## src/common/usp_defs.vh

```
//==========================================================================
// What this block does
// - Five to eight data bits, both directions
// - One stop, or 1.5/2 extended stop
// - Parity even, odd, mark, space or none
// - Parity counts ones or zeros per sense
// - Line hold forces whole frame low
// - Break start and break end flags
// - Break never sets framing error flag
// - TX level flag on fall to threshold
// - RX level flag while count meets threshold
// - Full RX FIFO drops frame, flags overrun
// - CTS change flag on both edges
// - Framing and parity error flags on receive
// - Receive timeout flag after idle period
// - Clock source select; receive needs oscillator
// - Divider with prescale power of two
// - One data port for both FIFOs
// - Writes ignored while TX FIFO full
// - Peek shows next TX character, no pop
// - Short received characters right justified
// - CTS loss pauses after current character
// - RTS follows receive FIFO threshold
// - Timeout counts frames while FIFO holds data
//==========================================================================
`ifndef USP_DEFS_VH
`define USP_DEFS_VH

//==========================================================================
// Register byte offsets
`define USP_OFF_CTRL    6'h00
`define USP_OFF_THRESH  6'h04
`define USP_OFF_STATUS  6'h08
`define USP_OFF_IRQ_EN  6'h0c
`define USP_OFF_IRQ_FL  6'h10
`define USP_OFF_BAUD0   6'h14
`define USP_OFF_BAUD1   6'h18
`define USP_OFF_DATA    6'h1c
`define USP_OFF_PEEK    6'h24

//==========================================================================
// Control register fields
`define USP_CTRL_EN      0
`define USP_CTRL_PAR_EN  1
`define USP_CTRL_PAR_LO  2
`define USP_CTRL_PARMD   4
`define USP_CTRL_TXFL    5
`define USP_CTRL_RXFL    6
`define USP_CTRL_SIZE_LO 8
`define USP_CTRL_STOP    10
`define USP_CTRL_FLOW    11
`define USP_CTRL_FPOL    12
`define USP_CTRL_HOLD    14
`define USP_CTRL_CLKSEL  15
`define USP_CTRL_TO_LO   16
`define USP_CTRL_RST     24'h000010

//==========================================================================
// Threshold and baud fields
`define USP_THR_TX_LO    0
`define USP_THR_RX_LO    8
`define USP_THR_RTS_LO   16
`define USP_BAUD0_FAC_LO 16

//==========================================================================
// Interrupt flag bits
`define USP_FL_FRAME   0
`define USP_FL_PARITY  1
`define USP_FL_CTS     2
`define USP_FL_OVR     3
`define USP_FL_RXLVL   4
`define USP_FL_TIMEOUT 5
`define USP_FL_TXLVL   6
`define USP_FL_BRK     7
`define USP_FL_BRKEND  8
`define USP_NFLAGS     9

`endif

```

## src/usp_uart.v

```verilog
`timescale 1ns/1ps
`include "usp_defs.vh"

module usp_uart #(
	parameter DEPTH = 8,	// FIFO depth in characters
	parameter AW    = 3	// log2 of DEPTH
) (
	// Clock and reset
	input  wire        i_clk,
	input  wire        i_resetn,
	// Register port
	input  wire [5:0]  i_addr,
	input  wire [31:0] i_wdata,
	input  wire        i_wr,
	input  wire        i_rd,
	output reg  [31:0] o_rdata,
	// Oscillator enable pulse, one cycle per oscillator period
	input  wire        i_osc_tick,
	// Serial line
	input  wire        i_rxd,
	output reg         o_txd,
	input  wire        i_cts,
	output reg         o_rts,
	// Interrupt
	output reg         o_irq
);

	//======================================================================
	// Local constants
	localparam [2:0] TS_IDLE = 3'h0, TS_START = 3'h1, TS_DATA = 3'h2,
	                 TS_PAR  = 3'h3, TS_STOP  = 3'h4;
	localparam [2:0] RS_IDLE = 3'h0, RS_START = 3'h1, RS_DATA = 3'h2,
	                 RS_PAR  = 3'h3, RS_STOP  = 3'h4, RS_BRK   = 3'h5;
	localparam [AW:0] FULL = DEPTH;

	//======================================================================
	// Software registers
	reg  [23:0] ctrl_r;		// Control
	reg  [21:0] thr_r;		// Thresholds
	reg  [`USP_NFLAGS-1:0] ien_r;	// Interrupt enables
	reg  [`USP_NFLAGS-1:0] ifl_r;	// Sticky flags
	reg  [18:0] baud0_r;		// Prescale and integer divisor
	reg  [6:0]  baud1_r;		// Fraction field

	wire       en       = ctrl_r[`USP_CTRL_EN];
	wire       par_en   = ctrl_r[`USP_CTRL_PAR_EN];
	wire [1:0] par_md   = ctrl_r[`USP_CTRL_PAR_LO+1:`USP_CTRL_PAR_LO];
	wire       par_ones = ctrl_r[`USP_CTRL_PARMD];
	wire [1:0] csize    = ctrl_r[`USP_CTRL_SIZE_LO+1:`USP_CTRL_SIZE_LO];
	wire       stop_ext = ctrl_r[`USP_CTRL_STOP];
	wire       flow     = ctrl_r[`USP_CTRL_FLOW];
	wire       fpol     = ctrl_r[`USP_CTRL_FPOL];
	wire       hold     = ctrl_r[`USP_CTRL_HOLD];
	wire       clksel   = ctrl_r[`USP_CTRL_CLKSEL];
	wire [7:0] idle_frames_limit = ctrl_r[`USP_CTRL_TO_LO+7:`USP_CTRL_TO_LO];
	wire [3:0] tx_thr   = thr_r[`USP_THR_TX_LO+3:`USP_THR_TX_LO];
	wire [3:0] rx_thr   = thr_r[`USP_THR_RX_LO+3:`USP_THR_RX_LO];
	wire [5:0] rts_thr  = thr_r[`USP_THR_RTS_LO+5:`USP_THR_RTS_LO];
	wire [2:0] factor   = baud0_r[`USP_BAUD0_FAC_LO+2:`USP_BAUD0_FAC_LO];
	wire [11:0] ibaud   = baud0_r[11:0];
	wire [3:0] nbits    = {2'b00, csize} + 4'd5;	// Data bits

	// Bus decode
	wire wr_ctrl = i_wr && (i_addr == `USP_OFF_CTRL);
	wire wr_data = i_wr && (i_addr == `USP_OFF_DATA);
	wire rd_data = i_rd && (i_addr == `USP_OFF_DATA);
	wire wr_fl   = i_wr && (i_addr == `USP_OFF_IRQ_FL);

	// Flush on request or while disabled
	wire tx_flush = !en || (wr_ctrl && i_wdata[`USP_CTRL_TXFL]);
	wire rx_flush = !en || (wr_ctrl && i_wdata[`USP_CTRL_RXFL]);

	//======================================================================
	// Parity of a character: ones or zeros count, then mode
	function par_bit;
		input [7:0] d;
		input [3:0] n;
		input [1:0] md;
		input       ones;
		reg         x;
		begin
			x = ^(d & ~(8'hff << n));
			if (!ones)
				x = x ^ n[0];		// Zero count parity
			case (md)
				2'h0:    par_bit = x;		// Even
				2'h1:    par_bit = ~x;	// Odd
				2'h2:    par_bit = 1'b1;	// Mark
				default: par_bit = 1'b0;	// Space
			endcase
		end
	endfunction

	//======================================================================
	// Fractional rate generator: emits a tick each DIV source periods
	reg  [19:0] acc_r;
	reg         tick_r;
	wire        src_en = clksel ? i_osc_tick : 1'b1;	// Source select
	wire [19:0] div128 = {1'b0, ibaud, 7'h00} + {13'h0, baud1_r};
	wire [19:0] acc_sum = acc_r + 20'h00080;
	wire [8:0]  tpb = 9'h001 << (3'h7 - factor);	// Ticks per bit
	wire        rx_tick = tick_r && clksel;	// Receiver only on oscillator

	// Accumulator advances by 128 per source period
	always @(posedge i_clk or negedge i_resetn) begin
		if (!i_resetn) begin
			acc_r  <= 20'h00000;
			tick_r <= 1'b0;
		end else begin
			tick_r <= 1'b0;
			if (!en || div128 < 20'h00080) begin
				acc_r <= 20'h00000;	// Divider below one: no ticks
			end else if (src_en) begin
				if (acc_sum >= div128) begin
					acc_r  <= acc_sum - div128;
					tick_r <= 1'b1;
				end else begin
					acc_r <= acc_sum;
				end
			end
		end
	end

	//======================================================================
	// FIFO storage, each side declares its own array
	reg  [7:0]  txm [0:DEPTH-1];
	reg  [7:0]  rxm [0:DEPTH-1];
	reg  [AW-1:0] txw_r, txr_r, rxw_r, rxr_r;
	reg  [AW:0] txc_r, rxc_r;
	wire        tx_push = wr_data && (txc_r != FULL);	// Full drops write
	reg         tx_pop;
	reg         rx_push;
	wire        rx_pop = rd_data && (rxc_r != 0);
	reg  [7:0]  rx_dat_r;

	// Transmit FIFO pointers and count
	always @(posedge i_clk or negedge i_resetn) begin
		if (!i_resetn) begin
			txw_r <= {AW{1'b0}};
			txr_r <= {AW{1'b0}};
			txc_r <= {(AW+1){1'b0}};
		end else if (tx_flush) begin
			txw_r <= {AW{1'b0}};
			txr_r <= {AW{1'b0}};
			txc_r <= {(AW+1){1'b0}};
		end else begin
			if (tx_push)
				txw_r <= txw_r + 1'b1;
			if (tx_pop)
				txr_r <= txr_r + 1'b1;
			if (tx_push && !tx_pop)
				txc_r <= txc_r + 1'b1;
			else if (tx_pop && !tx_push)
				txc_r <= txc_r - 1'b1;
		end
	end

	// Receive FIFO pointers and count
	always @(posedge i_clk or negedge i_resetn) begin
		if (!i_resetn) begin
			rxw_r <= {AW{1'b0}};
			rxr_r <= {AW{1'b0}};
			rxc_r <= {(AW+1){1'b0}};
		end else if (rx_flush) begin
			rxw_r <= {AW{1'b0}};
			rxr_r <= {AW{1'b0}};
			rxc_r <= {(AW+1){1'b0}};
		end else begin
			if (rx_push)
				rxw_r <= rxw_r + 1'b1;
			if (rx_pop)
				rxr_r <= rxr_r + 1'b1;
			if (rx_push && !rx_pop)
				rxc_r <= rxc_r + 1'b1;
			else if (rx_pop && !rx_push)
				rxc_r <= rxc_r - 1'b1;
		end
	end

	// Array writes carry no reset; count guards every read
	always @(posedge i_clk) begin
		if (tx_push)
			txm[txw_r] <= i_wdata[7:0];
		if (rx_push)
			rxm[rxw_r] <= rx_dat_r;
	end

	//======================================================================
	// Transmitter
	reg  [2:0] ts_r;
	reg  [8:0] ttc_r;		// Tick within current bit
	reg  [3:0] tbi_r;		// Data bit index
	reg  [7:0] tsh_r;		// Shift register
	reg        tpar_r;
	reg        cts_prev_r;
	wire       cts_on  = (i_cts == fpol);
	wire [8:0] stop_len = !stop_ext ? tpb :
	                      (csize == 2'h0) ? tpb + {1'b0, tpb[8:1]} : {tpb[7:0], 1'b0};
	wire [8:0] tlen    = (ts_r == TS_STOP) ? stop_len : tpb;
	wire       tend    = tick_r && (ttc_r == tlen - 9'h001);
	wire       tx_go   = (txc_r != 0) && en && (!flow || cts_on);

	always @* begin
		tx_pop = (ts_r == TS_IDLE) && tx_go && !tx_flush;
	end

	// Frame sequencer: start, data LSB first, parity, stop
	always @(posedge i_clk or negedge i_resetn) begin
		if (!i_resetn) begin
			ts_r   <= TS_IDLE;
			ttc_r  <= 9'h000;
			tbi_r  <= 4'h0;
			tsh_r  <= 8'h00;
			tpar_r <= 1'b0;
			o_txd  <= 1'b1;
		end else begin
			if (ts_r != TS_IDLE && tick_r)
				ttc_r <= tend ? 9'h000 : ttc_r + 9'h001;
			case (ts_r)
				TS_IDLE: begin
					if (tx_pop) begin
						tsh_r  <= txm[txr_r];
						tpar_r <= par_bit(txm[txr_r], nbits, par_md, par_ones);
						ttc_r  <= 9'h000;
						tbi_r  <= 4'h0;
						ts_r   <= TS_START;
					end
				end
				TS_START: begin
					if (tend)
						ts_r <= TS_DATA;
				end
				TS_DATA: begin
					if (tend) begin
						tsh_r <= {1'b0, tsh_r[7:1]};
						tbi_r <= tbi_r + 4'h1;
						if (tbi_r == nbits - 4'h1)
							ts_r <= par_en ? TS_PAR : TS_STOP;
					end
				end
				TS_PAR: begin
					if (tend)
						ts_r <= TS_STOP;
				end
				TS_STOP: begin
					if (tend)
						ts_r <= TS_IDLE;	// CTS rechecked before next char
				end
				default: ts_r <= TS_IDLE;
			endcase
			// Line level; hold forces every frame bit low
			if (ts_r != TS_IDLE && hold)
				o_txd <= 1'b0;
			else
				case (ts_r)
					TS_START: o_txd <= 1'b0;
					TS_DATA:  o_txd <= tsh_r[0];
					TS_PAR:   o_txd <= tpar_r;
					default:  o_txd <= 1'b1;
				endcase
		end
	end

	//======================================================================
	// Receiver
	reg  [2:0] rs_r;
	reg  [8:0] rtc_r;
	reg  [3:0] rbi_r;
	reg  [7:0] rsh_r;
	reg        rzero_r;		// Every sample so far was low
	reg        rperr_r;
	reg        ev_frame, ev_par, ev_ovr, ev_brk, ev_brkend;
	wire       rend  = rx_tick && (rtc_r == tpb - 9'h001);
	wire       rsmp  = rx_tick && (rtc_r == {1'b0, tpb[8:1]});	// Mid bit
	wire [7:0] rjust = rsh_r >> (4'h8 - nbits);	// Right justify

	// Sampling sequencer
	always @(posedge i_clk or negedge i_resetn) begin
		if (!i_resetn) begin
			rs_r      <= RS_IDLE;
			rtc_r     <= 9'h000;
			rbi_r     <= 4'h0;
			rsh_r     <= 8'h00;
			rzero_r   <= 1'b0;
			rperr_r   <= 1'b0;
			rx_dat_r  <= 8'h00;
			rx_push   <= 1'b0;
			ev_frame  <= 1'b0;
			ev_par    <= 1'b0;
			ev_ovr    <= 1'b0;
			ev_brk    <= 1'b0;
			ev_brkend <= 1'b0;
		end else begin
			rx_push   <= 1'b0;
			ev_frame  <= 1'b0;
			ev_par    <= 1'b0;
			ev_ovr    <= 1'b0;
			ev_brk    <= 1'b0;
			ev_brkend <= 1'b0;
			if (rs_r != RS_IDLE && rx_tick)
				rtc_r <= rend ? 9'h000 : rtc_r + 9'h001;
			if (!en || !clksel) begin
				rs_r <= RS_IDLE;
			end else
				case (rs_r)
					RS_IDLE: begin
						if (rx_tick && !i_rxd) begin
							// This tick already saw the start bit; at one tick a bit it is over
							rs_r    <= (tpb == 9'h001) ? RS_DATA : RS_START;
							rtc_r   <= (tpb == 9'h001) ? 9'h000 : 9'h001;
							rbi_r   <= 4'h0;
							rzero_r <= 1'b1;
							rperr_r <= 1'b0;
						end
					end
					RS_START: begin
						if (rsmp && i_rxd) begin
							ev_frame <= 1'b1;	// Start lost
							rs_r     <= RS_IDLE;
						end else if (rend)
							rs_r <= RS_DATA;
					end
					RS_DATA: begin
						if (rsmp) begin
							rsh_r   <= {i_rxd, rsh_r[7:1]};
							rzero_r <= rzero_r & ~i_rxd;
							rbi_r   <= rbi_r + 4'h1;
						end
						// At one or two ticks a bit the last sample shares this edge
						if (rend && rbi_r + {3'h0, rsmp} == nbits)
							rs_r <= par_en ? RS_PAR : RS_STOP;
					end
					RS_PAR: begin
						if (rsmp) begin
							rperr_r <= i_rxd != par_bit(rjust, nbits, par_md, par_ones);
							rzero_r <= rzero_r & ~i_rxd;
						end
						if (rend)
							rs_r <= RS_STOP;
					end
					RS_STOP: begin
						if (rsmp) begin
							rs_r <= RS_IDLE;
							if (i_rxd) begin
								if (rxc_r == FULL && !rx_pop)
									ev_ovr <= 1'b1;	// Frame dropped
								else begin
									rx_dat_r <= rjust;
									rx_push  <= 1'b1;
								end
								ev_par <= rperr_r;
							end else if (rzero_r) begin
								ev_brk <= 1'b1;	// Break, no frame error
								rs_r   <= RS_BRK;
							end else
								ev_frame <= 1'b1;	// Stop lost
						end
					end
					RS_BRK: begin
						if (i_rxd) begin
							ev_brkend <= 1'b1;	// Line released
							rs_r      <= RS_IDLE;
						end
					end
					default: rs_r <= RS_IDLE;
				endcase
		end
	end

	//======================================================================
	// Receive timeout: frames counted while FIFO holds data
	reg  [8:0] tob_r;		// Ticks within a bit
	reg  [3:0] tof_r;		// Bits within a frame
	reg  [7:0] ton_r;		// Frames elapsed
	reg        ev_to;
	wire [3:0] fbits = 4'h2 + nbits + {3'h0, par_en} + {3'h0, stop_ext};

	always @(posedge i_clk or negedge i_resetn) begin
		if (!i_resetn) begin
			tob_r <= 9'h000;
			tof_r <= 4'h0;
			ton_r <= 8'h00;
			ev_to <= 1'b0;
		end else begin
			ev_to <= 1'b0;
			if (rxc_r == 0 || rx_push || idle_frames_limit == 8'h00) begin
				tob_r <= 9'h000;
				tof_r <= 4'h0;
				ton_r <= 8'h00;
			end else if (rx_tick && ton_r != idle_frames_limit) begin
				tob_r <= (tob_r == tpb - 9'h001) ? 9'h000 : tob_r + 9'h001;
				if (tob_r == tpb - 9'h001) begin
					tof_r <= (tof_r == fbits - 4'h1) ? 4'h0 : tof_r + 4'h1;
					if (tof_r == fbits - 4'h1) begin
						ton_r <= ton_r + 8'h01;
						ev_to <= (ton_r + 8'h01 == idle_frames_limit);
					end
				end
			end
		end
	end

	//======================================================================
	// Event collection and sticky flags
	reg  [AW:0] txc_prev_r;
	reg  [`USP_NFLAGS-1:0] ev;

	always @* begin
		ev = {`USP_NFLAGS{1'b0}};
		ev[`USP_FL_FRAME]   = ev_frame;
		ev[`USP_FL_PARITY]  = ev_par;
		ev[`USP_FL_OVR]     = ev_ovr;
		ev[`USP_FL_TIMEOUT] = ev_to;
		ev[`USP_FL_BRK]     = ev_brk;
		ev[`USP_FL_BRKEND]  = ev_brkend;
		ev[`USP_FL_CTS]     = flow && (cts_on != cts_prev_r);
		ev[`USP_FL_RXLVL]   = ({{(7-AW){1'b0}}, rxc_r} >= {4'h0, rx_thr});
		ev[`USP_FL_TXLVL]   = ({{(7-AW){1'b0}}, txc_prev_r} > {4'h0, tx_thr}) &&
		                      ({{(7-AW){1'b0}}, txc_r} == {4'h0, tx_thr});
	end

	// Set wins over a simultaneous write-one clear
	always @(posedge i_clk or negedge i_resetn) begin
		if (!i_resetn) begin
			ifl_r      <= {`USP_NFLAGS{1'b0}};
			cts_prev_r <= 1'b0;
			txc_prev_r <= {(AW+1){1'b0}};
			o_irq      <= 1'b0;
			o_rts      <= 1'b0;
		end else begin
			ifl_r      <= (ifl_r & ~(wr_fl ? i_wdata[`USP_NFLAGS-1:0] : {`USP_NFLAGS{1'b0}})) | ev;
			cts_prev_r <= cts_on;
			txc_prev_r <= txc_r;
			o_irq      <= |(ifl_r & ien_r);
			// Deasserted at or above threshold, else asserted
			if (flow && {{(6-AW-1){1'b0}}, rxc_r} >= rts_thr)
				o_rts <= ~fpol;
			else
				o_rts <= fpol;
		end
	end

	//======================================================================
	// Register writes; flush bits are pulses and read back zero
	always @(posedge i_clk or negedge i_resetn) begin
		if (!i_resetn) begin
			ctrl_r  <= `USP_CTRL_RST;
			thr_r   <= 22'h000000;
			ien_r   <= {`USP_NFLAGS{1'b0}};
			baud0_r <= 19'h00000;
			baud1_r <= 7'h00;
		end else if (i_wr) begin
			case (i_addr)
				`USP_OFF_CTRL:   ctrl_r  <= i_wdata[23:0] & 24'hffdf9f;
				`USP_OFF_THRESH: thr_r   <= i_wdata[21:0] & 22'h3f0f0f;
				`USP_OFF_IRQ_EN: ien_r   <= i_wdata[`USP_NFLAGS-1:0];
				`USP_OFF_BAUD0:  baud0_r <= i_wdata[18:0] & 19'h70fff;
				`USP_OFF_BAUD1:  baud1_r <= i_wdata[6:0];
				default:         ;
			endcase
		end
	end

	// Read data in the cycle after the strobe; unmapped reads zero
	always @(posedge i_clk or negedge i_resetn) begin
		if (!i_resetn) begin
			o_rdata <= 32'h00000000;
		end else if (i_rd) begin
			case (i_addr)
				`USP_OFF_CTRL:   o_rdata <= {8'h00, ctrl_r};
				`USP_OFF_THRESH: o_rdata <= {10'h000, thr_r};
				`USP_OFF_STATUS: o_rdata <= {16'h0000,
				                             {(8-AW-1){1'b0}}, txc_r,
				                             {(8-AW-1){1'b0}}, rxc_r} |
				                            {30'h0, rs_r != RS_IDLE, ts_r != TS_IDLE} << 16;
				`USP_OFF_IRQ_EN: o_rdata <= {{(32-`USP_NFLAGS){1'b0}}, ien_r};
				`USP_OFF_IRQ_FL: o_rdata <= {{(32-`USP_NFLAGS){1'b0}}, ifl_r};
				`USP_OFF_BAUD0:  o_rdata <= {13'h0000, baud0_r};
				`USP_OFF_BAUD1:  o_rdata <= {25'h0000000, baud1_r};
				`USP_OFF_DATA:   o_rdata <= (rxc_r != 0) ? {24'h000000, rxm[rxr_r]} : 32'h0;
				`USP_OFF_PEEK:   o_rdata <= (txc_r != 0) ? {24'h000000, txm[txr_r]} : 32'h0;
				default:         o_rdata <= 32'h00000000;
			endcase
		end
	end

endmodule // usp_uart

```

## config.mk

```make
export PLATFORM = sky130hd
export DESIGN_NAME = usp_uart
export DESIGN_NICKNAME = d
export VERILOG_FILES = /design/src/usp_uart.v
export VERILOG_INCLUDE_DIRS = /design/src /design/src/common
export SDC_FILE = /design/constraint.sdc
export NUM_CORES = 1
export LEC_CHECK = 0
export ABC_AREA = 1
export BUFFER_PORTS_ARGS = -buffer_cell sky130_fd_sc_hd__buf_2
export CAP_MARGIN = 20
export CORE_AREA = 2 2 215 217
export CTS_CLUSTER_DIAMETER = 120
export DETAILED_ROUTE_END_ITERATION = 8
export DIE_AREA = 0 0 217 219
export GPL_TIMING_DRIVEN = 0
export MAX_ROUTING_LAYER = met4
export SLEW_MARGIN = 30
export SYNTH_ARGS = -nofsm -noshare
export SYNTH_HDL_FRONTEND = slang
export SYNTH_SLANG_ARGS = --single-unit
```

## constraint.sdc

```tcl
create_clock -name i_clk -period 9.58 [get_ports i_clk]
set_input_delay 1.437 -clock i_clk [delete_from_list [all_inputs] [get_ports i_clk]]
set_output_delay 1.437 -clock i_clk [all_outputs]
set_load 0.1 [all_outputs]
```

# --- After elaboration in Yosys (flattened, before gate mapping) ---
# Memory sizes are Yosys's and may differ from the RTL's.
# Index checks and enable logic that the tools add are counted.
# W data, S select, Z words.
word_totals:
  ff_bits: 243
  ram_bits: 128
  input_bits: 45
  n_memories: 2
op_classes:
  add_sub_neg: 30
  order_cmp: 5
  n_eq_ne: 51
  n_shift: 3
  n_mux: 135
  n_bitwise: 17
  reduce_logical: 92
memory_table:
  columns: ["name", "depth", "width", "read_ports", "rd_clocked_by_memory_dff", "wr", "line", "source"]
  rows:
  - ["rxm", 8, 8, 1, 0, 1, "usp_uart.v:127", "reg [7:0] rxm [0:DEPTH-1];"]
  - ["txm", 8, 8, 1, 0, 1, "usp_uart.v:126", "reg [7:0] txm [0:DEPTH-1];"]
ops:
  columns: ["operator", "n"]
  rows:
  - ["$pmux W24 S9", 1]
  - ["$mux W9", 16]
  - ["$mux W3", 25]
  - ["$mux W8", 8]
  - ["$mux W20", 3]
  - ["$mux W1", 56]
  - ["$mux W4", 14]
  - ["$logic_and A1 B1 Y1", 31]
  - ["$add A9 B1 Y9 const B", 3]
  - ["$eq A9 B9 Y1", 3]
  - ["$eq A6 B5 Y1 const B", 4]
  - ["$reduce_bool A2 Y1", 12]
  - ["$add A19 B7 Y20", 1]
  - ["$add A20 B8 Y20 const B", 1]
  - ["$add A4 B1 Y4 const B", 5]
  - ["$ge A20 B20 Y1", 1]
  - ["$lt A20 B8 Y1 const B", 1]
  - ["$sub A20 B20 Y20", 1]
  - ["$and A9 B9 Y9", 2]
  - ["$ne A2 B2 Y1 const B", 9]
  - ["$or A12 B18 Y18", 1]
  - ["$pmux W3 S6", 1]
  - ["$sub A9 B1 Y9 const B", 2]
  - ["$and A8 B8 Y8", 2]
  - ["other kinds (63)", 130]

# --- Depth between registers and ports, before layout ---
# Gate-level depths: netlist (run 1).
depth:
  depth_word: 18
  depth_mapped: 27

# --- Worst setup path after synthesis (run 1) ---
# Ideal clock, no wire load.
synth_path:
  path_type: "input to register"
  startpoint: "in i_addr[4]"
  endpoint: "reg txc_r[3]"
  setup_time_ns: 0.126
  arrival_time_ns: 3.638
  path_slack_ns: 5.816
  stages: 16
  path_cell_list: "nor2_2 > inv_2 > nor2_2 > inv_2 > nor2_2 > inv_1 > o21ai_2 > nor2_4 > nor2_1 > inv_1 > ha_1 > a21oi_1 > nand2_1 > xor2_1 > xor2_1 > o22ai_1"
synth_between:
  elab_chain_len: 10
  word_cells_on_any_way: 16
synth_lines:
  columns: ["item", "line", "source"]
  rows:
  - ["start, declared", "usp_uart.v:12", "input wire [5:0] i_addr,"]
  - ["$logic_not A6 Y1", null, null]
  - ["$logic_and A1 B1 Y1", "usp_uart.v:64", "wire wr_ctrl = i_wr && (i_addr == `USP_OFF_CTRL);"]
  - ["$logic_and A1 B1 Y1", "usp_uart.v:70", "wire tx_flush = !en || (wr_ctrl && i_wdata[`USP_CTRL_TXFL]);"]
  - ["$logic_or A1 B1 Y1", "usp_uart.v:70", null]
  - ["$logic_not A1 Y1", "usp_uart.v:204", "tx_pop = (ts_r == TS_IDLE) && tx_go && !tx_flush;"]
  - ["$logic_and A1 B1 Y1", "usp_uart.v:204", null]
  - ["$logic_not A1 Y1", "usp_uart.v:151", "if (tx_push && !tx_pop)"]
  - ["$logic_and A1 B1 Y1", "usp_uart.v:151", null]
  - ["$mux W4", "usp_uart.v:151", null]
  - ["$mux W4", "usp_uart.v:142", "end else if (tx_flush) begin"]
  - ["end signal, assigned", "usp_uart.v:141", "txc_r <= {(AW+1){1'b0}};"]
  - ["end signal, assigned", "usp_uart.v:145", "txc_r <= {(AW+1){1'b0}};"]
  - ["end signal, assigned", "usp_uart.v:152", "txc_r <= txc_r + 1'b1;"]
  - ["end, declared", "usp_uart.v:129", "reg [AW:0] txc_r, rxc_r;"]
# Parallel ways exist; a longest one is shown, timed or not.
# A chain may end at the register's enable or synchronous reset.

# --- Worst setup path after layout (run 1) ---
# Same ends and word-level chain as after synthesis.

==> results of run 1 <==
worst paths after layout:
kind                                           start              endpoint  slack [ns]  depth (start not counted)
worst min register to register    ev_frame$_DFF_PN0_    ifl_r[0]$_DFF_PN0_        0.41                          2
worst min-delay path              ev_frame$_DFF_PN0_    ifl_r[0]$_DFF_PN0_        0.41                          2
worst max-delay path                       i_addr[4]  txc_r[3]$_DFFE_PN0P_        5.39                         17
max in group asynchronous                   i_resetn  txc_r[2]$_DFFE_PN0P_        7.48                          4
worst max register to register  acc_r[7]$_DFFE_PN0P_  acc_r[1]$_DFFE_PN0P_        5.87                         19
min in group asynchronous                   i_resetn    rtc_r[7]$_DFF_PN0_        0.72                          1
sequential cells by signal, indices dropped and copies added (netlist names), 14 cells and up:
| register | count |
|---|---|
| txm | 64 |
| ctrl_r | 21 |
| acc_r | 20 |
| baud0_r | 15 |
| thr_r | 14 |
| rxm | 64 |
| o_rdata | 23 |
worst register-to-register path, cell delays in order, from the launching register on:
cell,delay (ns)
sky130_fd_sc_hd__dfrtp_1,0.35
sky130_fd_sc_hd__ha_1,0.19
sky130_fd_sc_hd__nand2_1,0.07
sky130_fd_sc_hd__nor2_1,0.15
sky130_fd_sc_hd__nand3_1,0.18
sky130_fd_sc_hd__nor2_1,0.21
sky130_fd_sc_hd__xor2_1,0.17
sky130_fd_sc_hd__inv_1,0.08
sky130_fd_sc_hd__ha_1,0.34
sky130_fd_sc_hd__nand2_1,0.10
sky130_fd_sc_hd__nor4_1,0.32
sky130_fd_sc_hd__nand2_1,0.12
sky130_fd_sc_hd__nand3_1,0.10
sky130_fd_sc_hd__nand2_1,0.06
sky130_fd_sc_hd__nand2_1,0.06
sky130_fd_sc_hd__nand2_1,0.06
sky130_fd_sc_hd__nand2_1,0.14
sky130_fd_sc_hd__inv_1,0.11
sky130_fd_sc_hd__o21ai_1,0.58
sky130_fd_sc_hd__o21ai_0,0.17
cell type report:
| type | instances | area [µm²] |
|---|---|---|
| flip-flops and latches | 362 | 9700 |
| well taps | 600 | 751 |
| clock buffers | 62 | 1260 |
| diodes | 2 | 5.00 |
| fillers | 4329 | 22300 |
| inverters | 288 | 1080 |
| clock inverters | 14 | 299 |
| repair buffers | 62 | 388 |
| multi-input cells | 1627 | 9000 |
| plain buffers | 65 | 332 |
routing by layer:
layer / GRT usage, % / up-vias / wire length, µm / share of wire [%]
li1: - / 8063 / - / -
met1: 34.6 / 7900 / 26000 / 45
met2: 40.0 / 426 / 26300 / 46
met3: 3.83 / 79 / 3510 / 6.2
met4: 6.71 / 0 / 1350 / 2.4
met5: - / - / 0 / 0
cell usage after synthesis, types with 28 or more instances:
master,count
sky130_fd_sc_hd__a21oi_1,71
sky130_fd_sc_hd__nand2_1,527
sky130_fd_sc_hd__inv_1,267
sky130_fd_sc_hd__edfxtp_1,128
sky130_fd_sc_hd__ha_1,77
sky130_fd_sc_hd__nand4_1,40
sky130_fd_sc_hd__xnor2_1,35
sky130_fd_sc_hd__o211ai_1,28
sky130_fd_sc_hd__xor2_1,66
sky130_fd_sc_hd__nor3_1,29
sky130_fd_sc_hd__o22ai_1,32
sky130_fd_sc_hd__dfrtp_1,232
sky130_fd_sc_hd__o21ai_0,229
sky130_fd_sc_hd__nand3_1,109
sky130_fd_sc_hd__nor2_1,202
sky130_fd_sc_hd__clkbuf_1,40
layout by cell type, fill, tap and decap left out, drive strengths merged, types with 3 or more instances in the layout:
cell	n
nand2	534
inv	286
o21ai	247
dfrtp	232
nor2	214
edfxtp	128
nand3	119
clkbuf	102
buf	87
ha	77
a21oi	72
xor2	66
nand4	40
xnor2	35
o22ai	32
nor3	31
o211ai	28
nor4	15
mux2i	13
o221ai	12
a221oi	11
a31oi	9
conb	9
bufinv	8
clkinv	7
o31ai	6
or2	6
o21a	5
fa	5
a22oi	4
o32ai	4
a21boi	4
nor3b	3
and3	3
o21bai	3
a21o	3
stage by stage:
step                worst slack, ns  power (W)  hold WS, ns  cells  utilization (%)
floorplan                      5.82    0.00323        0.378   2342                -
global placement               2.69    0.00366        0.428   3001             46.8
detailed placement             4.84    0.00368        0.424   3004             47.1
CTS                            5.43    0.00550        0.429   3080             50.6
global route                   5.07    0.00583        0.464   3082             50.6
finish                         5.39    0.00547        0.408   3082             50.6
report_power, final:
part | total [W] | switching [W] | internal, W
combinational | 0.00173 | 0.00113 | 0.000604
clock | 0.00180 | 0.000666 | 0.00113
sequential | 0.00195 | 0.000176 | 0.00177
logic make-up (layout without fill, tap and decap cells):
kind of cell,after synthesis,after routing,share of synthesized area (%)
AND/OR/NAND/NOR,969,969,21.0
XOR/XNOR,101,101,4.41
adder cells (fa/ha/maj),82,82,5.31
AO/OA/AOI/OAI,452,452,13.1
buffers and inverters,353,491,7.05
multiplexers,14,14,0.705
other,1,11,0.0187
flip-flops,362,362,48.4
==> run summary, run 1 <==
### Status
- complete, no violations — outcome

### Power
- 130 µV — highest ir drop seen on vdd
- 240 mW/mm² — power per cell area
- 10.0 nW — static power due to leakage

### Floorplanning
- 0.0451 mm² — core outline area
- 217 µm — die width
- 219 µm — Die Height
- 80 — IO Pins
- 44.4% — effective utilization at floorplan
- 0.0475 mm² — full die area
- 78 — number of placement rows

### Logic synthesis
- 0.0200 mm² — summed instance area of the synthesized netlist
- 2334 — number of cells produced by synthesis
- 66 — number of distinct library cell variants in the gate-level netlist after synthesis
- 128 — number of enable flip-flop cells after synthesis
- 64.6% — Async SR Flop Fraction
- sky130_fd_sc_hd__dfrtp_1 — top flip-flop cell by instance count after synthesis
- sky130_fd_sc_hd__dfrtp_1 — cell accounting for the most synthesized area
- 0 — total of warnings raised by yosys
- 362 — #FFs+latches synth
- sky130_fd_sc_hd__dfrtp_1 29%, sky130_fd_sc_hd__edfxtp_1 19%, sky130_fd_sc_hd__nand2_1 9.9%, sky130_fd_sc_hd__o21ai_0 5.7%, sky130_fd_sc_hd__inv_1 5.0% — cell types occupying the most area after synthesis
- 48.4% — post-synthesis sequential area ratio
- 29.0% — top-area cell type share of the netlist area
- 8.59 µm² — average footprint of a synthesized cell

### Final layout
- 2575 — net count of the finished layout
- 9.11% — share of layout cells above drive strength 1
- 13.8% — Area Overhead vs Synth
- 0.0228 mm² — Layout Cell Area excl Fill

### Critical path
- sky130_fd_sc_hd__nor2_2 — cell seen most often among critical-path stages
- simple AND/OR/NAND/NOR gates — top cell family by delay on the critical path
- 10.03 ns — required time of the critical path
- 4.63 ns — arrival time at the worst endpoint
- flop — nature of the critical path endpoint
- sky130_fd_sc_hd__o21ai_2 — slowest cell on the critical path
- input port to flop — class of the most critical setup path
- buf_2, nor2_2, inv_2, nor2_2, inv_2, nor2_2, inv_1, o21ai_2, nor2_4, nor2_1, inv_1, ha_1, a21oi_1, nand2_1, xor2_1, xor2_1, o22ai_1 — cell chain of the critical path
- 0.38 ns — maximum single-stage delay on the critical path
- input port — launching element type of the critical path
- 5 — WP buf/inv
- 10 — largest driver fanout on the critical path

### STA
- 0 ns — final total negative setup slack
- 0 — final number of max-transition violations
- 38.1% — relative slew slack
- 0.0252 ns — Worst Skew
- 43.7% — Period Utilization, post-route
- no — setup repair after global routing missed its margin
- 0.925 ns — slew at the pin closest to its max-slew limit
- 0 — count of endpoints failing setup in the final report
- 0 — count of final hold-check violations
- 0.239 GHz — Fmax achieved
- 4.19 ns — post-layout minimum cycle time

### Routing
- 18.5 µm — Routed wire per std cell
- 0 — remaining number of nets flagged by the antenna check after routing
- 0 — count of unresolved DRC violations after routing
- 16468 — DR vias
- 57.1 mm — total wire length
- 6 — first drt pass iteration count
- 5.34 — average vias per placed instance
- 1319 — number of DRC markers in iteration 0

### CTS
- 0 — hold bufs inserted after CTS
- built — CTS tree
- 3 — clk buf depth
- 42 — clock buffers created by TritonCTS
- 0 — number of post-CTS setup repair buffers
- 0.06 ns — post-CTS clock slew at the launch and capture registers of the worst setup and hold paths
- 0.58 ns — Skew-Pair Late Insertion Delay
- 362 — clock sink count
- 0 — number of instances resized during post-cts repair
- sky130_fd_sc_hd__clkbuf_16 — library cell used as clock root buffer
- 2 — CTS HTree Levels

### GRT
- 25.5% — global routing usage summed across all routing layers
- 16079 — via count of the first global-routing pass
- 90.9 mm — first-pass GRT wire length
- 0 — remaining global-route overflow
- 84 — pin count of the biggest net entering global routing
- 2 — number of antenna violations at the first check in global routing

### Worst hold path
- flop to flop — type of the worst min-delay path

### Run
- 0 — max-capacitance violation count

### Placed design
- 42.7 mm — half-perimeter wire length after placement
- 0.0212 mm² — placed instance area
- 59 — number of input and output port buffers inserted
- 0.920 — last weighted congestion value of the routability-driven placer

Power figures use the tool's default switching activity.
==> run 2: changes to the inputs <==
- ABC_AREA: 1 -> 0
- CORE_AREA: 2 2 215 217 -> 2 2 214 216
- DIE_AREA: 0 0 217 219 -> 0 0 216 218
- clock period: 9.58 -> 4.2 ns (I/O delays scaled with it)
==> run 2 against run 1 <==
Effect of this change: design area decreased by 0.47%; largest power group unchanged; clock-buffer cell count fell by 10; critical path type is now flop to flop; critical path depth down 1; combinational power increased by 74%; die area shrank 0.92%; clock power up 96%; sequential cell count unchanged; clock skew is 0.011 ns lower; largest cell class unchanged; non-clock buffer count rose by 39; via count down 10%.
==> run summary, run 2 <==
### Final layout
- rxm (64), txm (64), o_rdata (23) — leading registers by flop count, unchanged
- 2604 — final std cells w/o fill, was 3082
- 16.4% — share of layout cells above drive strength 1, was 9.11%
- 0.0227 mm² — Layout Cell Area excl Fill, was 0.0228 mm²
- 0 — # diodes, was 2
- sky130_fd_sc_hd__dfrtp_1 — most common library cell in the layout ignoring fill and taps, was sky130_fd_sc_hd__nand2_1
- 2104 — net count of the finished layout, was 2575
- 231 x sky130_fd_sc_hd__dfrtp_1, 169 x sky130_fd_sc_hd__nand2_1, 145 x sky130_fd_sc_hd__nor2_1, 128 x sky130_fd_sc_hd__edfxtp_1, 103 x sky130_fd_sc_hd__inv_1 — commonest cells after routing, fill and taps aside, was 527 x sky130_fd_sc_hd__nand2_1, 267 x sky130_fd_sc_hd__inv_1, 232 x sky130_fd_sc_hd__dfrtp_1, 229 x sky130_fd_sc_hd__o21ai_0, 201 x sky130_fd_sc_hd__nor2_1
- 14.3% — Area Overhead vs Synth, was 13.8%

### Floorplanning
- 0.0449 mm² — core outline area, was 0.0451 mm²
- 216 µm — die width, was 217 µm
- 44.2% — effective utilization at floorplan, was 44.4%
- 80 — IO Pins, unchanged
- 78 — number of placement rows, unchanged
- 218 µm — Die Height, was 219 µm
- 0.0471 mm² — full die area, was 0.0475 mm²

### Logic synthesis
- 0.0199 mm² — summed instance area of the synthesized netlist, was 0.0200 mm²
- sky130_fd_sc_hd__dfrtp_1 — top flip-flop cell by instance count after synthesis, unchanged
- 10.7 µm² — average footprint of a synthesized cell, was 8.59 µm²
- sky130_fd_sc_hd__dfrtp_1 29%, sky130_fd_sc_hd__edfxtp_1 19%, sky130_fd_sc_hd__ha_1 4.9%, sky130_fd_sc_hd__mux2_2 4.3%, sky130_fd_sc_hd__mux4_2 4.2% — cell types occupying the most area after synthesis, was sky130_fd_sc_hd__dfrtp_1 29%, sky130_fd_sc_hd__edfxtp_1 19%, sky130_fd_sc_hd__nand2_1 9.9%, sky130_fd_sc_hd__o21ai_0 5.7%, sky130_fd_sc_hd__inv_1 5.0%
- 29.2% — top-area cell type share of the netlist area, was 29.0%
- 64.6% — Async SR Flop Fraction, unchanged
- 1853 — number of cells produced by synthesis, was 2334
- 362 — #FFs+latches synth, unchanged
- 48.9% — post-synthesis sequential area ratio, was 48.4%
- sky130_fd_sc_hd__dfrtp_1 — cell accounting for the most synthesized area, unchanged
- 232 x sky130_fd_sc_hd__dfrtp_1, 171 x sky130_fd_sc_hd__nand2_1, 147 x sky130_fd_sc_hd__nor2_1 — top cells by count, synth, was 527 x sky130_fd_sc_hd__nand2_1, 267 x sky130_fd_sc_hd__inv_1, 232 x sky130_fd_sc_hd__dfrtp_1
- sky130_fd_sc_hd__dfrtp_1 — most used standard cell by instance count after synthesis, was sky130_fd_sc_hd__nand2_1
- 128 — number of enable flip-flop cells after synthesis, unchanged
- 0 — total of warnings raised by yosys, unchanged
- 82 — number of distinct library cell variants in the gate-level netlist after synthesis, was 66

### GRT
- 82.3 mm — first-pass GRT wire length, was 90.9 mm
- 87 — pin count of the biggest net entering global routing, was 84
- 23.1% — global routing usage summed across all routing layers, was 25.5%
- 0 — remaining global-route overflow, unchanged
- 14466 — via count of the first global-routing pass, was 16079
- 1 — number of antenna violations at the first check in global routing, was 2

### Critical path
- 4.51 ns — arrival time at the worst endpoint, was 4.63 ns
- buf_6, or3b_1, buf_6, ha_4, nand3_4, a22oi_1, nor3_1, or2_4, o31a_1, or3_1, o211ai_1, nand4b_1, buf_4, or3_1, buf_6, a31o_1 — cell chain of the critical path, was buf_2, nor2_2, inv_2, nor2_2, inv_2, nor2_2, inv_1, o21ai_2, nor2_4, nor2_1, inv_1, ha_1, a21oi_1, nand2_1, xor2_1, xor2_1, o22ai_1
- flop to flop — class of the most critical setup path, was input port to flop
- sky130_fd_sc_hd__buf_6 — cell seen most often among critical-path stages, was sky130_fd_sc_hd__nor2_2
- 0.40 ns — maximum single-stage delay on the critical path, was 0.38 ns
- sky130_fd_sc_hd__or3b_1 — slowest cell on the critical path, was sky130_fd_sc_hd__o21ai_2
- 10 — largest driver fanout on the critical path, unchanged
- flop — nature of the critical path endpoint, unchanged
- 4.65 ns — required time of the critical path, was 10.03 ns
- flop — launching element type of the critical path, was input port
- 4 — WP buf/inv, was 5
- simple AND/OR/NAND/NOR gates — top cell family by delay on the critical path, unchanged

### Status
- complete, no violations — outcome, unchanged

### Placed design
- 59 — number of input and output port buffers inserted, unchanged
- 2523 — Cells after DPL, was 3004
- 0.919 — last weighted congestion value of the routability-driven placer, was 0.920
- 37.7 mm — half-perimeter wire length after placement, was 42.7 mm
- 0.0210 mm² — placed instance area, was 0.0212 mm²

### CTS
- 40 — clock buffers created by TritonCTS, was 42
- 0.57 ns — Skew-Pair Late Insertion Delay, was 0.58 ns
- 3 — clk buf depth, unchanged
- 2 — CTS HTree Levels, unchanged
- built — CTS tree, unchanged
- 0.06 ns — post-CTS clock slew at the launch and capture registers of the worst setup and hold paths, about the same
- 362 — clock sink count, unchanged
- 0 — hold bufs inserted after CTS, unchanged
- sky130_fd_sc_hd__clkbuf_16 — library cell used as clock root buffer, unchanged

### Routing
- 0 — remaining number of nets flagged by the antenna check after routing, unchanged
- 5.67 — average vias per placed instance, was 5.34
- 14775 — DR vias, was 16468
- 52.1 mm — total wire length, was 57.1 mm
- 20.0 µm — Routed wire per std cell, was 18.5 µm
- 6 — first drt pass iteration count, unchanged
- 0 — count of unresolved DRC violations after routing, unchanged
- 1217 — number of DRC markers in iteration 0, was 1319

### Power
- 299 µV — highest ir drop seen on vdd, was 130 µV
- 467 mW/mm² — power per cell area, was 240 mW/mm²
- 9.14 nW — static power due to leakage, was 10.0 nW

### STA
- 0 — count of endpoints failing setup in the final report, unchanged
- 0 — count of final hold-check violations, unchanged
- 0.0562 ns — final-layout worst hold slack, was 0.408 ns
- 0.0138 ns — Worst Skew, was 0.0252 ns
- 37.5% — relative slew slack, was 38.1%
- 0 — final number of max-transition violations, unchanged
- 96.7% — Period Utilization, post-route
- 4.06 ns — post-layout minimum cycle time
- 0.246 GHz — Fmax achieved
- 0.934 ns — slew at the pin closest to its max-slew limit, was 0.925 ns

### Run
- 0 — max-capacitance violation count, unchanged

### Worst hold path
- input port to asynchronous set/reset pin — type of the worst min-delay path, was flop to flop

-- run 2: cell count changes after synthesis, sizes merged, moves of 37 or more --
cell   delta
mux2     +75
nand3    -55
xnor2    +44
nand2   -363
nor2     -66
inv     -179
mux4     +37
o21ai   -174
-- run 2: worst paths after layout --
| kind | start | endpoint | slack, ns | cells after the start |
|---|---|---|---|---|
| worst max-delay path | baud0_r[17]$_DFFE_PN0P_ | tsh_r[7]$_DFFE_PN0P_ | 0.14 | 16 |
| worst min-delay path | i_resetn | o_irq$_DFF_PN0_ | 0.06 | 1 |
| worst max register to register | baud0_r[17]$_DFFE_PN0P_ | tsh_r[7]$_DFFE_PN0P_ | 0.14 | 16 |
| worst min register to register | ev_ovr$_DFF_PN0_ | ifl_r[3]$_DFF_PN0_ | 0.43 | 1 |
| max in group asynchronous | i_resetn | ctrl_r[15]$_DFFE_PN0P_ | 3.25 | 2 |
| min in group i_clk | i_wdata[15] | ctrl_r[15]$_DFFE_PN0P_ | 0.30 | 2 |
-- run 2: per-layer routing --
layer  wire, µm  part of all wire [%]  track usage [%]  vias up
met4        959                   1.8             5.59        0
li1           -                     -                -     6910
met5          0                     0                -        -
met2      23700                    45             35.1      407
met3       2850                   5.5             3.29       63
met1      24600                    47             32.8     7395
-- run 2: repair_timing --
action,CTS,global route
cloned,0,0
buffers inserted,6,8
gates resized for setup,22,40
endpoints found under the setup margin,53,52
pin swaps,3,12
-- run 2: cell families after synthesis --
family          share of synthesized area (%)
buf+inv                                  4.00
other cells                            0.0189
compound gates                           11.5
flops                                    48.9
simple gates                             14.0
mux                                      10.1
xor+xnor                                 6.22
fa+ha+maj                                5.36
-- run 2: final cells by class --
type,count,area [µm²]
Buffer,90,422
Multi-Input combinational cell,1302,9670
Clock inverter,17,180
Fill cell,4069,22200
Timing Repair Buffer,76,473
Tap cell,600,751
Sequential cell,362,9700
Inverter,105,394
Clock buffer,52,1120
-- run 2: power breakdown --
| part | internal (W) | leakage [nW] | switching (W) | total [W] |
|---|---|---|---|---|
| Clock | 0.00206 | 0.646 | 0.00147 | 0.00352 |
| Combinational | 0.00123 | 4.36 | 0.00178 | 0.00301 |
| Sequential | 0.00383 | 4.13 | 0.000243 | 0.00407 |
-- run 2: stage by stage --
stage                     setup slack, ns  power, W  utilization [%]  setup TNS [ns]
after CTS                         -0.0175    0.0106             50.1         -0.0175
after global placement              -1.80   0.00692             46.6         -430.74
after global routing              -0.0377    0.0112             50.6          -0.214
after detailed placement           -0.807   0.00698             46.9          -18.19
final                               0.139    0.0106             50.6               0
after floorplan                     0.313   0.00622                -               0
==> run 3: changes to the inputs <==
- CORE_AREA: 2 2 214 216 -> 2 2 242 244
- DIE_AREA: 0 0 216 218 -> 0 0 244 246
- REMOVE_ABC_BUFFERS: unset -> 1
==> run 3 against run 2 <==
Effect of this change: via count fell by 0.20%; first-iteration DRC count rose by 2.8%; clock-buffer cell count rose by 9; global-route usage fell by 5.1 points.
==> run summary, run 3 (synthesis gave the netlist of run 2 again) <==
### GRT
- 18.0% — global routing usage summed across all routing layers, was 23.1%
- 4 — number of antenna violations at the first check in global routing, was 1
- 14513 — via count of the first global-routing pass, was 14466
- 0 — remaining global-route overflow, unchanged
- 81 — pin count of the biggest net entering global routing, was 87
- 83.1 mm — first-pass GRT wire length, was 82.3 mm

### STA
- 41.3% — relative slew slack, was 37.5%
- 0 — count of final hold-check violations, unchanged
- 0 — final number of max-transition violations, unchanged
- 0 ns — final total negative setup slack, unchanged
- 0 — count of endpoints failing setup in the final report, unchanged
- yes — setup repair after global routing missed its margin
- 98.7% — Period Utilization, post-route, was 96.7%
- 4.14 ns — post-layout minimum cycle time, was 4.06 ns
- 0.0512 ns — final-layout worst hold slack, was 0.0562 ns
- 0.241 GHz — Fmax achieved, was 0.246 GHz
- 0.0220 ns — Worst Skew, was 0.0138 ns
- 0.877 ns — slew at the pin closest to its max-slew limit, was 0.934 ns

### Routing
- met4 — uppermost routed layer, unchanged
- 0 — count of unresolved DRC violations after routing, unchanged
- 24.8 mm — Met2 Routed Length, was 23.7 mm
- 53.2 mm — total wire length, was 52.1 mm
- 24.3 mm — Met1 Wirelength, was 24.6 mm
- 5.41 — average vias per placed instance, was 5.67
- 19.5 µm — Routed wire per std cell, was 20.0 µm
- 5 — first drt pass iteration count, was 6
- 14745 — DR vias, was 14775
- 0 — remaining number of nets flagged by the antenna check after routing, unchanged
- 1251 — number of DRC markers in iteration 0, was 1217
- 3.04 mm — routed length on met3, was 2.85 mm

### Final layout
- 2053 — net count of the finished layout, was 2104
- 16.3% — Area Overhead vs Synth, was 14.3%
- 18.8% — share of layout cells above drive strength 1, was 16.4%
- 225 x sky130_fd_sc_hd__dfrtp_1, 167 x sky130_fd_sc_hd__nand2_1, 143 x sky130_fd_sc_hd__nor2_1, 128 x sky130_fd_sc_hd__edfxtp_1, 100 x sky130_fd_sc_hd__inv_1 — commonest cells after routing, fill and taps aside, was 231 x sky130_fd_sc_hd__dfrtp_1, 169 x sky130_fd_sc_hd__nand2_1, 145 x sky130_fd_sc_hd__nor2_1, 128 x sky130_fd_sc_hd__edfxtp_1, 103 x sky130_fd_sc_hd__inv_1
- 40.3% — utilization of the core after routing, was 50.6%
- sky130_fd_sc_hd__dfrtp_1 — most common library cell in the layout ignoring fill and taps, unchanged
- 5423 — number of filler instances in the final layout, was 4069
- rxm (64), txm (64), o_rdata (23) — leading registers by flop count, unchanged

### Run
- 0 — max-capacitance violation count, unchanged

### Floorplanning
- 80 — IO Pins, unchanged
- 0.0600 mm² — full die area, was 0.0471 mm²
- 0.0574 mm² — core outline area, was 0.0449 mm²
- 34.6% — effective utilization at floorplan, was 44.2%
- 88 — number of placement rows, was 78
- 246 µm — Die Height, was 218 µm
- 244 µm — die width, was 216 µm

### Critical path
- 4.65 ns — arrival time at the worst endpoint, was 4.51 ns
- flop — launching element type of the critical path, unchanged
- 0.06 ns — r2r setup slk, was 0.14 ns
- buf_12, nand3b_1, inv_2, ha_4, fa_2, xnor2_1, mux2i_1, a21oi_2, nand2b_4, o31a_1, or3_1, o211ai_1, buf_4, nand4b_1, buf_6, buf_6, or3b_2, a21oi_2 — cell chain of the critical path, was buf_6, or3b_1, buf_6, ha_4, nand3_4, a22oi_1, nor3_1, or2_4, o31a_1, or3_1, o211ai_1, nand4b_1, buf_4, or3_1, buf_6, a31o_1
- sky130_fd_sc_hd__dfrtp_4 — slowest cell on the critical path, was sky130_fd_sc_hd__or3b_1
- 0.50 ns — maximum single-stage delay on the critical path, was 0.40 ns
- 4.70 ns — required time of the critical path, was 4.65 ns
- ts_r[1]$_DFFE_PN0P_ — end of the worst register-to-register path, was tsh_r[7]$_DFFE_PN0P_
- baud0_r[18]$_DFFE_PN0P_ — startpoint of the lowest-slack register-to-register path, was baud0_r[17]$_DFFE_PN0P_
- flop — nature of the critical path endpoint, unchanged
- 18 — reg2reg path depth, was 16
- 10 — largest driver fanout on the critical path, unchanged
- flop to flop — class of the most critical setup path, unchanged

### CTS
- 0.59 ns — Skew-Pair Late Insertion Delay, was 0.57 ns
- sky130_fd_sc_hd__clkbuf_16 — library cell used as clock root buffer, unchanged
- 3 — clk buf depth, unchanged
- 362 — clock sink count, unchanged
- 0.06 ns — post-CTS clock slew at the launch and capture registers of the worst setup and hold paths, about the same
- 2 — CTS HTree Levels, unchanged
- 42 — clock buffers created by TritonCTS, was 40
- built — CTS tree, unchanged
- 0 — hold bufs inserted after CTS, unchanged

### Power
- 9.20 nW — static power due to leakage, was 9.14 nW
- 37.1% — register share of total power, was 38.4%
- 0.00360 W — reported net switching power, was 0.00349 W
- 0.00746 W — internal power component, was 0.00712 W
- 35.1% — part of the total power dissipated in the clock network, was 33.2%
- 27.8% — proportion of power drawn by combinational gates, was 28.4%
- 479 mW/mm² — power per cell area, was 467 mW/mm²
- 321 µV — highest ir drop seen on vdd, was 299 µV
- 32.5% — proportion of total power due to net switching, was 32.9%

### Placed design
- 36.1 mm — half-perimeter wire length after placement, was 37.7 mm
- 0.887 — last weighted congestion value of the routability-driven placer, was 0.919
- 61 — number of input and output port buffers inserted, was 59

### Status
- complete, no violations — outcome, unchanged

### Worst hold path
- input port to asynchronous set/reset pin — type of the worst min-delay path, unchanged

## run 3: cell count changes in the layout (fill, tap and decap cells not counted), sizes merged
cell    delta
buf        +8
bufinv     +2
clkbuf    -54
clkinv     -1
diode      +3
inv        -1
nand4b     +1
o311a      +1
## run 3: final cells by class
type / instances / area [µm²] / area share (%)
sequential: 362 / 9720 / 42.1
clock buffer: 61 / 1220 / 5.30
multi-input combinational: 1304 / 9780 / 42.3
clock inverter: 17 / 244 / 1.06
tap: 765 / 957 / 4.14
timing repair buffer: 111 / 783 / 3.39
inverter: 105 / 394 / 1.71
antenna: 3 / 7.51 / 0.0325
## run 3: power groups by stage
| stage | logic (W) | registers (W) | clock network, W |
|---|---|---|---|
| final | 0.00308 | 0.00410 | 0.00388 |
| after detailed placement | 0.00272 | 0.00417 | 0 |
| after CTS | 0.00284 | 0.00410 | 0.00396 |
| after global routing | 0.00340 | 0.00412 | 0.00411 |
| after floorplan | 0.00206 | 0.00411 | 0 |
| after global placement | 0.00267 | 0.00417 | 0 |
## run 3: metal layers
| metal | global-route usage, % | vias to the layer above |
|---|---|---|
| li1 | - | 6852 |
| met1 | 24.6 | 7381 |
| met2 | 28.2 | 432 |
| met3 | 3.17 | 80 |
| met4 | 3.78 | 0 |
| met5 | - | - |
## run 3: repair_timing
item | in CTS | in global routing
pin swaps | 9 | 17
gates resized for setup | 27 | 41
setup buffers | 18 | 27
gates cloned | 1 | 1
endpoints found under the setup margin | 44 | 46
## run 3: critical path, delay by kind of cell (launching register included)
kind                       cells  cell delay (ns)
and+or+nand+nor                5             1.14
buffers and inverters          5             0.69
adders and majority gates      2             0.61
DFF                            1             0.50
AOI/OAI and AO/OA              4             0.87
muxes                          1             0.13
xor gates and xnor gates       1             0.15
## run 3: stage by stage
stage	std cells	setup WS [ns]	power, W	area (µm²)
4_1_cts	2697	0.00790	0.0109	22600
6_report	2728	0.0563	0.0111	23100
3_3_place_gp	2595	-3.91	0.00683	20800
2_1_floorplan	1769	-0.450	0.00617	19500
5_1_grt	2728	-0.0884	0.0116	23100
3_5_place_dp	2600	-1.48	0.00689	20900
## run 3: worst max-delay path by stage
stage                            startpoint              endpoint  slack [ns]  cells after the start
global placement                  i_addr[1]  rxc_r[2]$_DFFE_PN0P_       -3.91                      6
CTS                 baud0_r[16]$_DFFE_PN0P_  tbi_r[3]$_DFFE_PN0P_       0.008                     14
floorplan                         i_addr[1]  txc_r[3]$_DFFE_PN0P_       -0.45                     13
detailed placement  baud0_r[18]$_DFFE_PN0P_  tsh_r[7]$_DFFE_PN0P_       -1.48                     12
finish              baud0_r[18]$_DFFE_PN0P_   ts_r[1]$_DFFE_PN0P_        0.06                     18
global route        baud0_r[16]$_DFFE_PN0P_   rs_r[0]$_DFFE_PN0P_       -0.09                     16
